`src/logic/dic_pkg.sv`:
```
// Purpose: constants and types for the drive input conditioning block
// Assumes: 12-bit unsigned analogue codes, full scale 10 V or 20 mA at 4096 codes
// Notes:   percentages are signed fixed point (speed 0.01 %, analogue 0.1 %)
//
// Notes on behaviour
// the speed demand leaving the block never rises above the upper bound, default +110.00 %.
// the speed demand leaving the block never falls below the lower bound, default -110.00 %, unless it is set above the upper bound, which then wins.
// each digital input has an invert bit that flips its sense when 1 and passes it when 0.
// each of the seven digital inputs shows a readable value after inversion, 1 true, 0 false.
// each analogue input has a two-bit range code and is normalised to 0..100 % of that range.
// each analogue result is normalised reading times gain plus bias, both within +/-300.0 %.
// each analogue input shows a readable percentage after gain and bias.
// reset loads every default and recomputes all derived values before any is presented; results_valid rises after 3 clocks, din_value settles after 5.
package dic_pkg;

    // ---------------------------------------------------------------
    // register map (byte addresses)
    // ---------------------------------------------------------------
    localparam logic [5:0] ADR_DIN_INVERT  = 6'h00;
    localparam logic [5:0] ADR_SPD_UPPER   = 6'h04;
    localparam logic [5:0] ADR_SPD_LOWER   = 6'h08;
    localparam logic [5:0] ADR_AIN_RANGE   = 6'h0c;
    localparam logic [5:0] ADR_AIN1_GAIN   = 6'h10;
    localparam logic [5:0] ADR_AIN1_BIAS   = 6'h14;
    localparam logic [5:0] ADR_AIN2_GAIN   = 6'h18;
    localparam logic [5:0] ADR_AIN2_BIAS   = 6'h1c;
    localparam logic [5:0] ADR_DIN_VALUE   = 6'h20;
    localparam logic [5:0] ADR_AIN1_RESULT = 6'h24;
    localparam logic [5:0] ADR_AIN2_RESULT = 6'h28;
    localparam logic [5:0] ADR_SPD_OUT     = 6'h2c;

    // ---------------------------------------------------------------
    // reset values and limits
    // ---------------------------------------------------------------
    localparam logic [6:0]  DIN_INVERT_DEF = 7'h10;   // input 5 inverted
    localparam logic [15:0] SPD_LIMIT      = 16'h2af8; // 110.00 %
    localparam logic [15:0] SPD_UPPER_DEF  = 16'h2af8; // +110.00 %
    localparam logic [15:0] SPD_LOWER_DEF  = 16'hd508; // -110.00 %
    localparam logic [15:0] AIN_LIMIT      = 16'h0bb8; // 300.0 %
    localparam logic [15:0] AIN_GAIN_DEF   = 16'h03e8; // 100.0 %
    localparam logic [15:0] AIN_BIAS_DEF   = 16'h0000; // 0.0 %
    localparam logic [1:0]  AIN1_RANGE_DEF = 2'h0;
    localparam logic [1:0]  AIN2_RANGE_DEF = 2'h3;
    localparam int          FRAC_POS       = 12;       // analogue code width
    localparam logic [31:0] GAIN_UNITY     = 32'h0000_03e8;

    // ---------------------------------------------------------------
    // normalisation constants, result in 0.1 % of range
    // ---------------------------------------------------------------
    localparam logic [10:0] NORM_FULL = 11'h3e8;  // 100.0 %
    localparam logic [11:0] MUL_FULL  = 12'h3e8;  // 0-10 V and 0-20 mA
    localparam logic [11:0] MUL_HALF  = 12'h7d0;  // 0-5 V
    localparam logic [11:0] MUL_LIVE  = 12'h4e2;  // 4-20 mA span
    localparam logic [11:0] LIVE_ZERO = 12'h333;  // code of 4 mA

    typedef enum logic [1:0] {
        RNG_10V   = 2'h0,
        RNG_5V    = 2'h1,
        RNG_20MA  = 2'h2,
        RNG_420MA = 2'h3
    } dic_range_t;

    typedef enum logic [1:0] {
        BUS_IDLE = 2'b01,
        BUS_ACK  = 2'b10
    } dic_bus_st_t;

    typedef struct packed {
        logic [6:0]  din_invert;
        logic [15:0] spd_upper;
        logic [15:0] spd_lower;
        logic [1:0]  ain1_range;
        logic [1:0]  ain2_range;
        logic [15:0] ain1_gain;
        logic [15:0] ain1_bias;
        logic [15:0] ain2_gain;
        logic [15:0] ain2_bias;
    } dic_cfg_t;

endpackage

```
`src/logic/dic_top.sv`:
```
// Purpose: input inversion, analogue scaling and speed demand clamping
// Assumes: analogue codes and speed demand come from logic on core_clk
// Notes:   register writes are held off (waitrequest) until defaults are settled
//
// Register access over Avalon-MM and the register addresses are this design's own decisions.
`timescale 1ns/10ps
module dic_top
    import dic_pkg::*;
(
    // clock and reset
    input  wire logic               core_clk,
    input  wire logic               arst_n,
    // avalon-mm slave
    input  wire logic [5:0]         avs_address,
    input  wire logic               avs_read,
    input  wire logic               avs_write,
    input  wire logic [31:0]        avs_writedata,
    input  wire logic [3:0]         avs_byteenable,
    output logic [31:0]             avs_readdata,
    output logic                    avs_waitrequest,
    // terminal and converter inputs
    input  wire logic [6:0]         din_pin,
    input  wire logic [11:0]        ain1_code,
    input  wire logic [11:0]        ain2_code,
    input  wire logic signed [15:0] speed_demand_in,
    // conditioned outputs
    output logic [6:0]              din_value,
    output logic signed [15:0]      analog_in_result_1,
    output logic signed [15:0]      analog_in_result_2,
    output logic signed [15:0]      speed_demand_out,
    output logic                    results_valid
);

    // ---------------------------------------------------------------
    // functions
    // ---------------------------------------------------------------
    function automatic logic [10:0] normalise(input logic [11:0] code, input logic [1:0] rng);
        logic [31:0] t;
        t = 32'h0;
        case (rng)
            RNG_5V:    t = ({20'h0, code} * {20'h0, MUL_HALF}) >> FRAC_POS;
            RNG_420MA: t = (code < LIVE_ZERO) ? 32'h0 :
                           ({20'h0, code - LIVE_ZERO} * {20'h0, MUL_LIVE}) >> FRAC_POS;
            default:   t = ({20'h0, code} * {20'h0, MUL_FULL}) >> FRAC_POS;
        endcase
        return (t > {21'h0, NORM_FULL}) ? NORM_FULL : t[10:0];
    endfunction
    function automatic logic [15:0] scale(input logic [10:0] n, input logic [15:0] g,
                                          input logic [15:0] b);
        logic signed [31:0] p;
        p = $signed({21'h0, n}) * $signed({{16{g[15]}}, g});
        p = p / $signed(GAIN_UNITY);
        p = p + $signed({{16{b[15]}}, b});
        return p[15:0];
    endfunction
    function automatic logic [15:0] wmerge(input logic [15:0] old, input logic [31:0] wd,
                                           input logic [3:0] be, input logic [15:0] lim);
        logic [15:0] v;
        v = old;
        if (be[0])
            v[7:0] = wd[7:0];
        if (be[1])
            v[15:8] = wd[15:8];
        if ($signed(v) > $signed(lim))
            v = lim;
        else if ($signed(v) < -$signed(lim))
            v = -lim;
        return v;
    endfunction

    // ---------------------------------------------------------------
    // reset release
    // ---------------------------------------------------------------
    logic rst_q1_r;
    logic rst_n;
    always_ff @(posedge core_clk or negedge arst_n)
    begin
        if (!arst_n)
        begin
            rst_q1_r <= 1'b0;
            rst_n    <= 1'b0;
        end
        else
        begin
            rst_q1_r <= 1'b1;
            rst_n    <= rst_q1_r;
        end
    end

    // ---------------------------------------------------------------
    // digital inputs
    // ---------------------------------------------------------------
    dic_cfg_t   cfg_r, cfg_nxt;
    logic [6:0] s1_r, s2_r, s3_r, stable_r, stable_nxt, din_value_nxt;
    always_comb
    begin
        stable_nxt    = (~(s2_r ^ s3_r) & s3_r) | ((s2_r ^ s3_r) & stable_r);
        din_value_nxt = stable_r ^ cfg_r.din_invert;
    end

    always_ff @(posedge core_clk or negedge rst_n)
    begin
        if (!rst_n)
        begin
            s1_r      <= 7'h00;
            s2_r      <= 7'h00;
            s3_r      <= 7'h00;
            stable_r  <= 7'h00;
            din_value <= 7'h00;
        end
        else
        begin
            s1_r      <= din_pin;
            s2_r      <= s1_r;
            s3_r      <= s2_r;
            stable_r  <= stable_nxt;
            din_value <= din_value_nxt;
        end
    end

    // ---------------------------------------------------------------
    // analogue and speed path
    // ---------------------------------------------------------------
    logic [10:0]        norm1_r, norm2_r, norm1_nxt, norm2_nxt;
    logic signed [15:0] res1_nxt, res2_nxt, spd_nxt;
    logic [1:0]         warm_r, warm_nxt;
    logic               valid_nxt;
    always_comb
    begin
        norm1_nxt = normalise(ain1_code, cfg_r.ain1_range);
        norm2_nxt = normalise(ain2_code, cfg_r.ain2_range);
        res1_nxt  = $signed(scale(norm1_r, cfg_r.ain1_gain, cfg_r.ain1_bias));
        res2_nxt  = $signed(scale(norm2_r, cfg_r.ain2_gain, cfg_r.ain2_bias));
        spd_nxt   = speed_demand_in;
        if (spd_nxt < $signed(cfg_r.spd_lower))
            spd_nxt = $signed(cfg_r.spd_lower);
        if (spd_nxt > $signed(cfg_r.spd_upper))
            spd_nxt = $signed(cfg_r.spd_upper);
        warm_nxt  = (warm_r == 2'h2) ? warm_r : warm_r + 2'h1;
        valid_nxt = (warm_r == 2'h2);
    end

    always_ff @(posedge core_clk or negedge rst_n)
    begin
        if (!rst_n)
        begin
            norm1_r            <= 11'h000;
            norm2_r            <= 11'h000;
            analog_in_result_1 <= 16'sh0000;
            analog_in_result_2 <= 16'sh0000;
            speed_demand_out   <= 16'sh0000;
            warm_r             <= 2'h0;
            results_valid      <= 1'b0;
        end
        else
        begin
            norm1_r            <= norm1_nxt;
            norm2_r            <= norm2_nxt;
            analog_in_result_1 <= res1_nxt;
            analog_in_result_2 <= res2_nxt;
            speed_demand_out   <= spd_nxt;
            warm_r             <= warm_nxt;
            results_valid      <= valid_nxt;
        end
    end

    // ---------------------------------------------------------------
    // register bus
    // ---------------------------------------------------------------
    dic_bus_st_t st_r, st_nxt;
    logic [31:0] rdata_nxt;
    logic        wait_nxt;
    logic        take;
    always_comb
    begin
        cfg_nxt   = cfg_r;
        st_nxt    = st_r;
        rdata_nxt = avs_readdata;
        wait_nxt  = 1'b1;
        take      = 1'b0;
        case (st_r)
            BUS_IDLE:
            begin
                take = (avs_read ^ avs_write) && results_valid;
                if (take)
                begin
                    st_nxt    = BUS_ACK;
                    wait_nxt  = 1'b0;
                    rdata_nxt = 32'h0;
                end
            end
            BUS_ACK: st_nxt = BUS_IDLE;
            default: st_nxt = BUS_IDLE;
        endcase
        if (take && avs_write)
        begin
            case (avs_address)
                ADR_DIN_INVERT:
                    if (avs_byteenable[0])
                        cfg_nxt.din_invert = avs_writedata[6:0];
                ADR_SPD_UPPER:
                    cfg_nxt.spd_upper = wmerge(cfg_r.spd_upper, avs_writedata,
                                               avs_byteenable, SPD_LIMIT);
                ADR_SPD_LOWER:
                    cfg_nxt.spd_lower = wmerge(cfg_r.spd_lower, avs_writedata,
                                               avs_byteenable, SPD_LIMIT);
                ADR_AIN_RANGE:
                    if (avs_byteenable[0])
                        {cfg_nxt.ain2_range, cfg_nxt.ain1_range} = avs_writedata[3:0];
                ADR_AIN1_GAIN:
                    cfg_nxt.ain1_gain = wmerge(cfg_r.ain1_gain, avs_writedata,
                                               avs_byteenable, AIN_LIMIT);
                ADR_AIN1_BIAS:
                    cfg_nxt.ain1_bias = wmerge(cfg_r.ain1_bias, avs_writedata,
                                               avs_byteenable, AIN_LIMIT);
                ADR_AIN2_GAIN:
                    cfg_nxt.ain2_gain = wmerge(cfg_r.ain2_gain, avs_writedata,
                                               avs_byteenable, AIN_LIMIT);
                ADR_AIN2_BIAS:
                    cfg_nxt.ain2_bias = wmerge(cfg_r.ain2_bias, avs_writedata,
                                               avs_byteenable, AIN_LIMIT);
                default:
                    cfg_nxt = cfg_r;
            endcase
        end
        if (take && avs_read)
        begin
            case (avs_address)
                ADR_DIN_INVERT:  rdata_nxt = {25'h0, cfg_r.din_invert};
                ADR_SPD_UPPER:   rdata_nxt = {{16{cfg_r.spd_upper[15]}}, cfg_r.spd_upper};
                ADR_SPD_LOWER:   rdata_nxt = {{16{cfg_r.spd_lower[15]}}, cfg_r.spd_lower};
                ADR_AIN_RANGE:   rdata_nxt = {28'h0, cfg_r.ain2_range, cfg_r.ain1_range};
                ADR_AIN1_GAIN:   rdata_nxt = {{16{cfg_r.ain1_gain[15]}}, cfg_r.ain1_gain};
                ADR_AIN1_BIAS:   rdata_nxt = {{16{cfg_r.ain1_bias[15]}}, cfg_r.ain1_bias};
                ADR_AIN2_GAIN:   rdata_nxt = {{16{cfg_r.ain2_gain[15]}}, cfg_r.ain2_gain};
                ADR_AIN2_BIAS:   rdata_nxt = {{16{cfg_r.ain2_bias[15]}}, cfg_r.ain2_bias};
                ADR_DIN_VALUE:   rdata_nxt = {25'h0, din_value};
                ADR_AIN1_RESULT: rdata_nxt = 32'(analog_in_result_1);
                ADR_AIN2_RESULT: rdata_nxt = 32'(analog_in_result_2);
                ADR_SPD_OUT:     rdata_nxt = 32'(speed_demand_out);
                default:         rdata_nxt = 32'h0;
            endcase
        end
    end
    always_ff @(posedge core_clk or negedge rst_n)
    begin
        if (!rst_n)
        begin
            cfg_r           <= '{DIN_INVERT_DEF, SPD_UPPER_DEF, SPD_LOWER_DEF,
                                 AIN1_RANGE_DEF, AIN2_RANGE_DEF, AIN_GAIN_DEF,
                                 AIN_BIAS_DEF, AIN_GAIN_DEF, AIN_BIAS_DEF};
            st_r            <= BUS_IDLE;
            avs_readdata    <= 32'h0;
            avs_waitrequest <= 1'b1;
        end
        else
        begin
            cfg_r           <= cfg_nxt;
            st_r            <= st_nxt;
            avs_readdata    <= rdata_nxt;
            avs_waitrequest <= wait_nxt;
        end
    end
endmodule

```
`config.mk`:
```
export PLATFORM = sky130hd
export DESIGN_NAME = dic_top
export DESIGN_NICKNAME = d
export VERILOG_FILES = /design/src/logic/dic_pkg.sv /design/src/logic/dic_top.sv
export SDC_FILE = /design/constraint.sdc
export NUM_CORES = 2
export LEC_CHECK = 0
export BUFFER_PORTS_ARGS = -buffer_cell sky130_fd_sc_hd__buf_4
export CAP_MARGIN = 15
export CORE_ASPECT_RATIO = 1.2
export CORE_MARGIN = 2
export CORE_UTILIZATION = 37
export CTS_BUF_LIST = sky130_fd_sc_hd__clkbuf_8
export DETAILED_ROUTE_END_ITERATION = 8
export SLEW_MARGIN = 20
export SYNTH_ARGS = -nofsm -noshare
export SYNTH_HDL_FRONTEND = slang
export SYNTH_SLANG_ARGS = --single-unit
```
`constraint.sdc`:
```
create_clock -name core_clk -period 9.4 [get_ports core_clk]
set_input_delay 0.47 -clock core_clk [delete_from_list [all_inputs] [get_ports core_clk]]
set_output_delay 0.47 -clock core_clk [all_outputs]
set_load 0.05 [all_outputs]
```
# After elaboration in Yosys (flattened, before gate mapping)
# Index checks and enable logic that the tools add are counted.
# word_totals
out_inout_bits	89
in_bits	93
regBits	252
# classes
n_eq_ne	18
n_bitwise	7
n_lt_le_gt_ge	18
n_addsub	5
mul	8
muxes	65
reduce_logical	15
n_div	2
# op_table
cell	n
one-hot mux 32 bit (12 select lines)	1
two-way mux 8 bit	36
two-way mux 16 bit	14
two-way mux 32 bit	3
multiplier 12 x 7 -> 19 bit (second input constant)	4
divider 32 x 11 -> 32 bit (second input constant)	2
> comparator 16 x 13 -> 1 bit (second input constant)	4
> comparator 32 x 10 -> 1 bit (second input constant)	2
less-than comparator 16 x 13 -> 1 bit (second input constant)	4
multiplier 12 x 16 -> 28 bit	2
multiplier 12 x 10 -> 22 bit (second input constant)	2
two-way mux 11 bit	4
one-hot mux 11 bit (2 select lines)	2
adder 16 bit	2
> comparator 16 x 15 -> 1 bit (second input constant)	2
less-than comparator 16 x 15 -> 1 bit (second input constant)	2
== test 6 x 5 -> 1 bit (second input constant)	4
== test 6 bit (second input constant)	4
less-than comparator 12 x 10 -> 1 bit (second input constant)	2
subtractor 12 x 10 -> 12 bit (second input constant)	2
> comparator 16 bit	1
less-than comparator 16 bit	1
bitwise AND 7 bit	2
AND reduction 2 bit	7
16 further kinds	29

# Longest topological paths before layout
# logic_depth
word_depth	8
depth_mapped	96
ltp_nobuf	84

# Least setup slack after synthesis
# OpenSTA, ideal clock, no wires.
# synth_timing
kind	flip-flop to flip-flop
startpoint	register cfg_r[23] in the netlist's numbering
endpoint	register analog_in_result_2[15]
t_arrival_ns	20.982
stages_incl_launch_ff	92
path_slack_ns	-11.708
t_required_ns	9.275
setup_time_ns	0.125
synth_period_minus_slack_ns	21.108
path_cell_list	dfstp_2 -> clkbuf_1 -> nand2_1 -> fa_1 -> inv_1 -> fa_1 -> fa_1 -> fa_1 -> inv_1 -> fa_1 -> inv_1 -> ha_1 -> buf_6 -> a21o_2 -> a221oi_2 -> o2bb2ai_2 -> a21oi_2 -> mux2i_2 -> (+56 left out) -> ha_1 -> a21o_1 -> a21oi_1 -> o21bai_1 -> a21oi_1 -> o21bai_1 -> a21oi_1 -> o21bai_1 -> a21oi_1 -> o21bai_1 -> a21oi_1 -> o21bai_1 -> a21oi_1 -> o21bai_1 -> a21oi_1 -> xor2_1 -> xnor2_1 -> xnor2_1
# synth_via
elab_chain_cells	3
# synth_lines
element	line_no	rtl
from (decl)	dic_top.sv:93	dic_cfg_t cfg_r, cfg_nxt;
from (signal assigned)	dic_top.sv:249	cfg_r <= '{DIN_INVERT_DEF, SPD_UPPER_DEF, SPD_LOWER_DEF,
from (signal assigned)	dic_top.sv:258	cfg_r <= cfg_nxt;
multiplier 12 x 16 -> 28 bit	dic_top.sv:51	p = $signed({21'h0, n}) * $signed({{16{g[15]}}, g});
divider 32 x 11 -> 32 bit	dic_top.sv:52	p = p / $signed(GAIN_UNITY);
adder 16 bit	dic_top.sv:53	p = p + $signed({{16{b[15]}}, b});
named net res2_nxt[15]	dic_top.sv:125	logic signed [15:0] res1_nxt, res2_nxt, spd_nxt;
to (signal assigned)	dic_top.sv:160	analog_in_result_2 <= res2_nxt;
to (decl)	dic_top.sv:29	output logic signed [15:0] analog_in_result_2,
# The timed path passes the listed nets, and every way through them passes these cells.
# A chain may end at the register's enable or synchronous reset.

# Final worst setup path
# layout_timing
startpoint	register cfg_r[25] in the netlist's numbering
endpoint	register analog_in_result_2[15]
# The elaborated chain is that of the path after synthesis.

==> results.ini <==
[outcome]
status=complete, but fails checks
violations=DRC, setup timing

[routing]
wl_met1_um=67000
route.met3.wl_um=7110
drt_iter0_markers=3152
routed_wl_um=163000
route.detailed.drc=10
drtPass1Iterations=8
wl_met2_um=81000
highest_layer=met5
detail-route-antenna-nets=0
wl_per_cell_um=18.6
detail_route.vias_per_cell=5.37
num_vias=47082

[setup_path]
worstPathRequired_ns=9.91
arrival_ns=20.93
cp_common_cell=a21oi_2
r2r-start=cfg_r[25]
end_kind=flip-flop
start_kind=flip-flop
slowest_delay_ns=0.58
setup.worst_path.start=cfg_r[25]
path_buf_inv=14
crit_family=compound AO/OA/AOI/OAI gates
critPathSlowestCell=dfstp_2
crit_type=reg2reg
worstPathMaxFanout=8

[worst_hold_path]
min_from=avs_read
holdCritPathClass=in2reg

[timing]
rsz0062_at_grt=yes
fin_skew_ns=0.0447
layout_setup_ws_ns=-11.02
slew_headroom=0.263
worstMarginPinSlew_ns=1.10
fmax_ghz=0.0490
setup_viol=32
finalCritPeriodShare=2.17
tns_ns=-313.41
fin_crit_ns=20.42
hold_viol=0
final_max_slew_viol_count=0

[clock_network]
cts_tree=built
h-tree-depth=2
cts_buffer_depth=3
insertion_delay_ns=0.63
cts_root_buf=clkbuf_8
cts.sinks=236
clk_pin_slew_ns=0.06
numCtsBuffers=41

[synth]
netlist_area_um2=47200
synth-seq-cells=236
synth.distinct_cells=172
synth_edf_count=0
yosysWarnings=0
postSynthCellCount=5564
ys.flop_type=dfrtp_1
synth_seq_area_share=0.126
syn_area_per_cell_um2=8.48
async_reset_ff_frac=1.00

[grt]
globalRoute.totalOverflow=0
grt_pass1_wl_um=256000
grt_pass1_vias=48577
track_usage=0.242
grt_max_degree=72
antenna_found_initial=16

[cells_and_area]
layout.nets=8006
syn_to_final_growth_pct=39.9
fill_cells=11649
drive_above_1_share=0.380

[die]
io_pins=182
die_y_um=395
rows=143
die_w_um=330
die_area_um2=130000
initial_core_util=0.373
coreArea_um2=127000

[place]
dp_hpwl_um=131000
port_buffers=163
pre_cts_ws_ns=-11.60
place_congestion=0.922

[flow_run]
maxCapViolCount=0

## timing repair
action	CTS	global route
pin swaps	205	221
resized for setup	337	359
setup endpoints to repair	32	32
setup buffers	185	127
endpoints found under the hold margin	9	0
hold buffers	8	0
## tightest hold or removal path, stage by stage
cell and delay (ns):
buf_4 0.09, xor2_1 0.07, nand2_1 0.06
## metal layers
metal | track usage | vias to the layer above
li1 | - | 22283
met1 | 0.297 | 23152
met2 | 0.428 | 1246
met3 | 0.0271 | 395
met4 | 0.102 | 6
met5 | 0 | -
## final cells by class
type / instances / area, um^2 / area share
multi-input combinational: 4338 / 41200 / 0.624
timing repair buffer: 1668 / 13000 / 0.197
antenna: 8 / 20.0 / 0.000303
sequential: 236 / 5980 / 0.0905
tap: 1667 / 2090 / 0.0316
clock buffer: 51 / 702 / 0.0106
inverter: 776 / 2910 / 0.0441
clock inverter: 24 / 115 / 0.00174
## kinds of logic after synthesis
family	count (synthesis)	share of synthesized area
flops	236	0.126
fa+ha+maj	873	0.300
simple gates	1610	0.172
buf+inv	991	0.0880
xor+xnor	307	0.0598
mux	137	0.0364
compound gates	1408	0.217
other cells	2	0.000159
## registers in the layout, indices dropped and copies added (netlist names), named ones only
name and count:
analog_in_result_1 16, analog_in_result_2 16, avs_readdata 16, avs_waitrequest 1
cfg_r 107, din_value 7, norm1_r 11, norm2_r 11
results_valid 1, rst_n 1, rst_q1_r 1, s1_r 7
s2_r 7, s3_r 7, speed_demand_out 16, st_r 2
warm_r 2
## Yosys cell counts (all sizes together) (25+ instances only)
master  instances  share of area
and3           40         0.0057
xor2           90          0.018
nand4          51         0.0074
ha            412           0.11
a21o           71          0.012
o21bai         33         0.0058
dfrtp         205           0.11
nand3          98          0.010
nor4           40         0.0076
o31ai          37         0.0070
a22oi          34         0.0054
dfstp          31          0.017
o22ai          40         0.0056
inv           776          0.062
or3            25         0.0037
a21oi         322          0.036
nor2b          27         0.0036
a221oi         27         0.0053
and2          182          0.025
buf            71          0.011
a31oi          56         0.0082
o211ai         42         0.0071
nor3          122          0.014
or2            36         0.0048
mux2           68          0.016
nor2          310          0.025
clkbuf        143          0.015
nand2         555          0.044
o21ai         301          0.033
a211oi         64          0.013
nand2b         53         0.0070
xnor2         216          0.041
fa            440           0.19
mux2i          52          0.012
o21a           56         0.0092
## cell usage in the layout, fill, tap and decap left out, types with 86 or more instances in the layout
cell,Yosys,routed
ha_1,412,379
fa_1,440,417
and2_1,165,159
nor3_1,112,92
nand3_1,98,86
inv_1,776,769
nor2_1,306,283
xnor2_1,208,160
o21ai_0,259,225
buf_4,21,1562
dfrtp_1,205,182
a21oi_1,304,238
nand2_1,554,514
## worst paths after layout
path,endpoint,slack [ns],cells past startpoint
setup / recovery,analog_in_result_2[15],-11.02,90
hold / removal,st_r[0],0.09,3
setup reg to reg,analog_in_result_2[15],-11.02,90
hold reg to reg,speed_demand_out[3],0.34,0
max in group asynchronous,norm2_r[6],7.05,2
min in group asynchronous,rst_n,0.16,2
## metrics by stage
stage	instances	utilization	hold WS [ns]	instance area (um^2)
final	8768	0.521	0.0944	66000
after global routing	8762	0.521	0.0992	66000
after CTS	8668	0.502	0.0695	63600
after detailed placement	8412	0.471	0.254	59700
after global placement	8412	0.471	0.253	59700
after floorplan	5565	-	0.174	48500
Power is not shown: default switching activity piles up to over one toggle a cycle in this logic, so the estimate is an artifact.
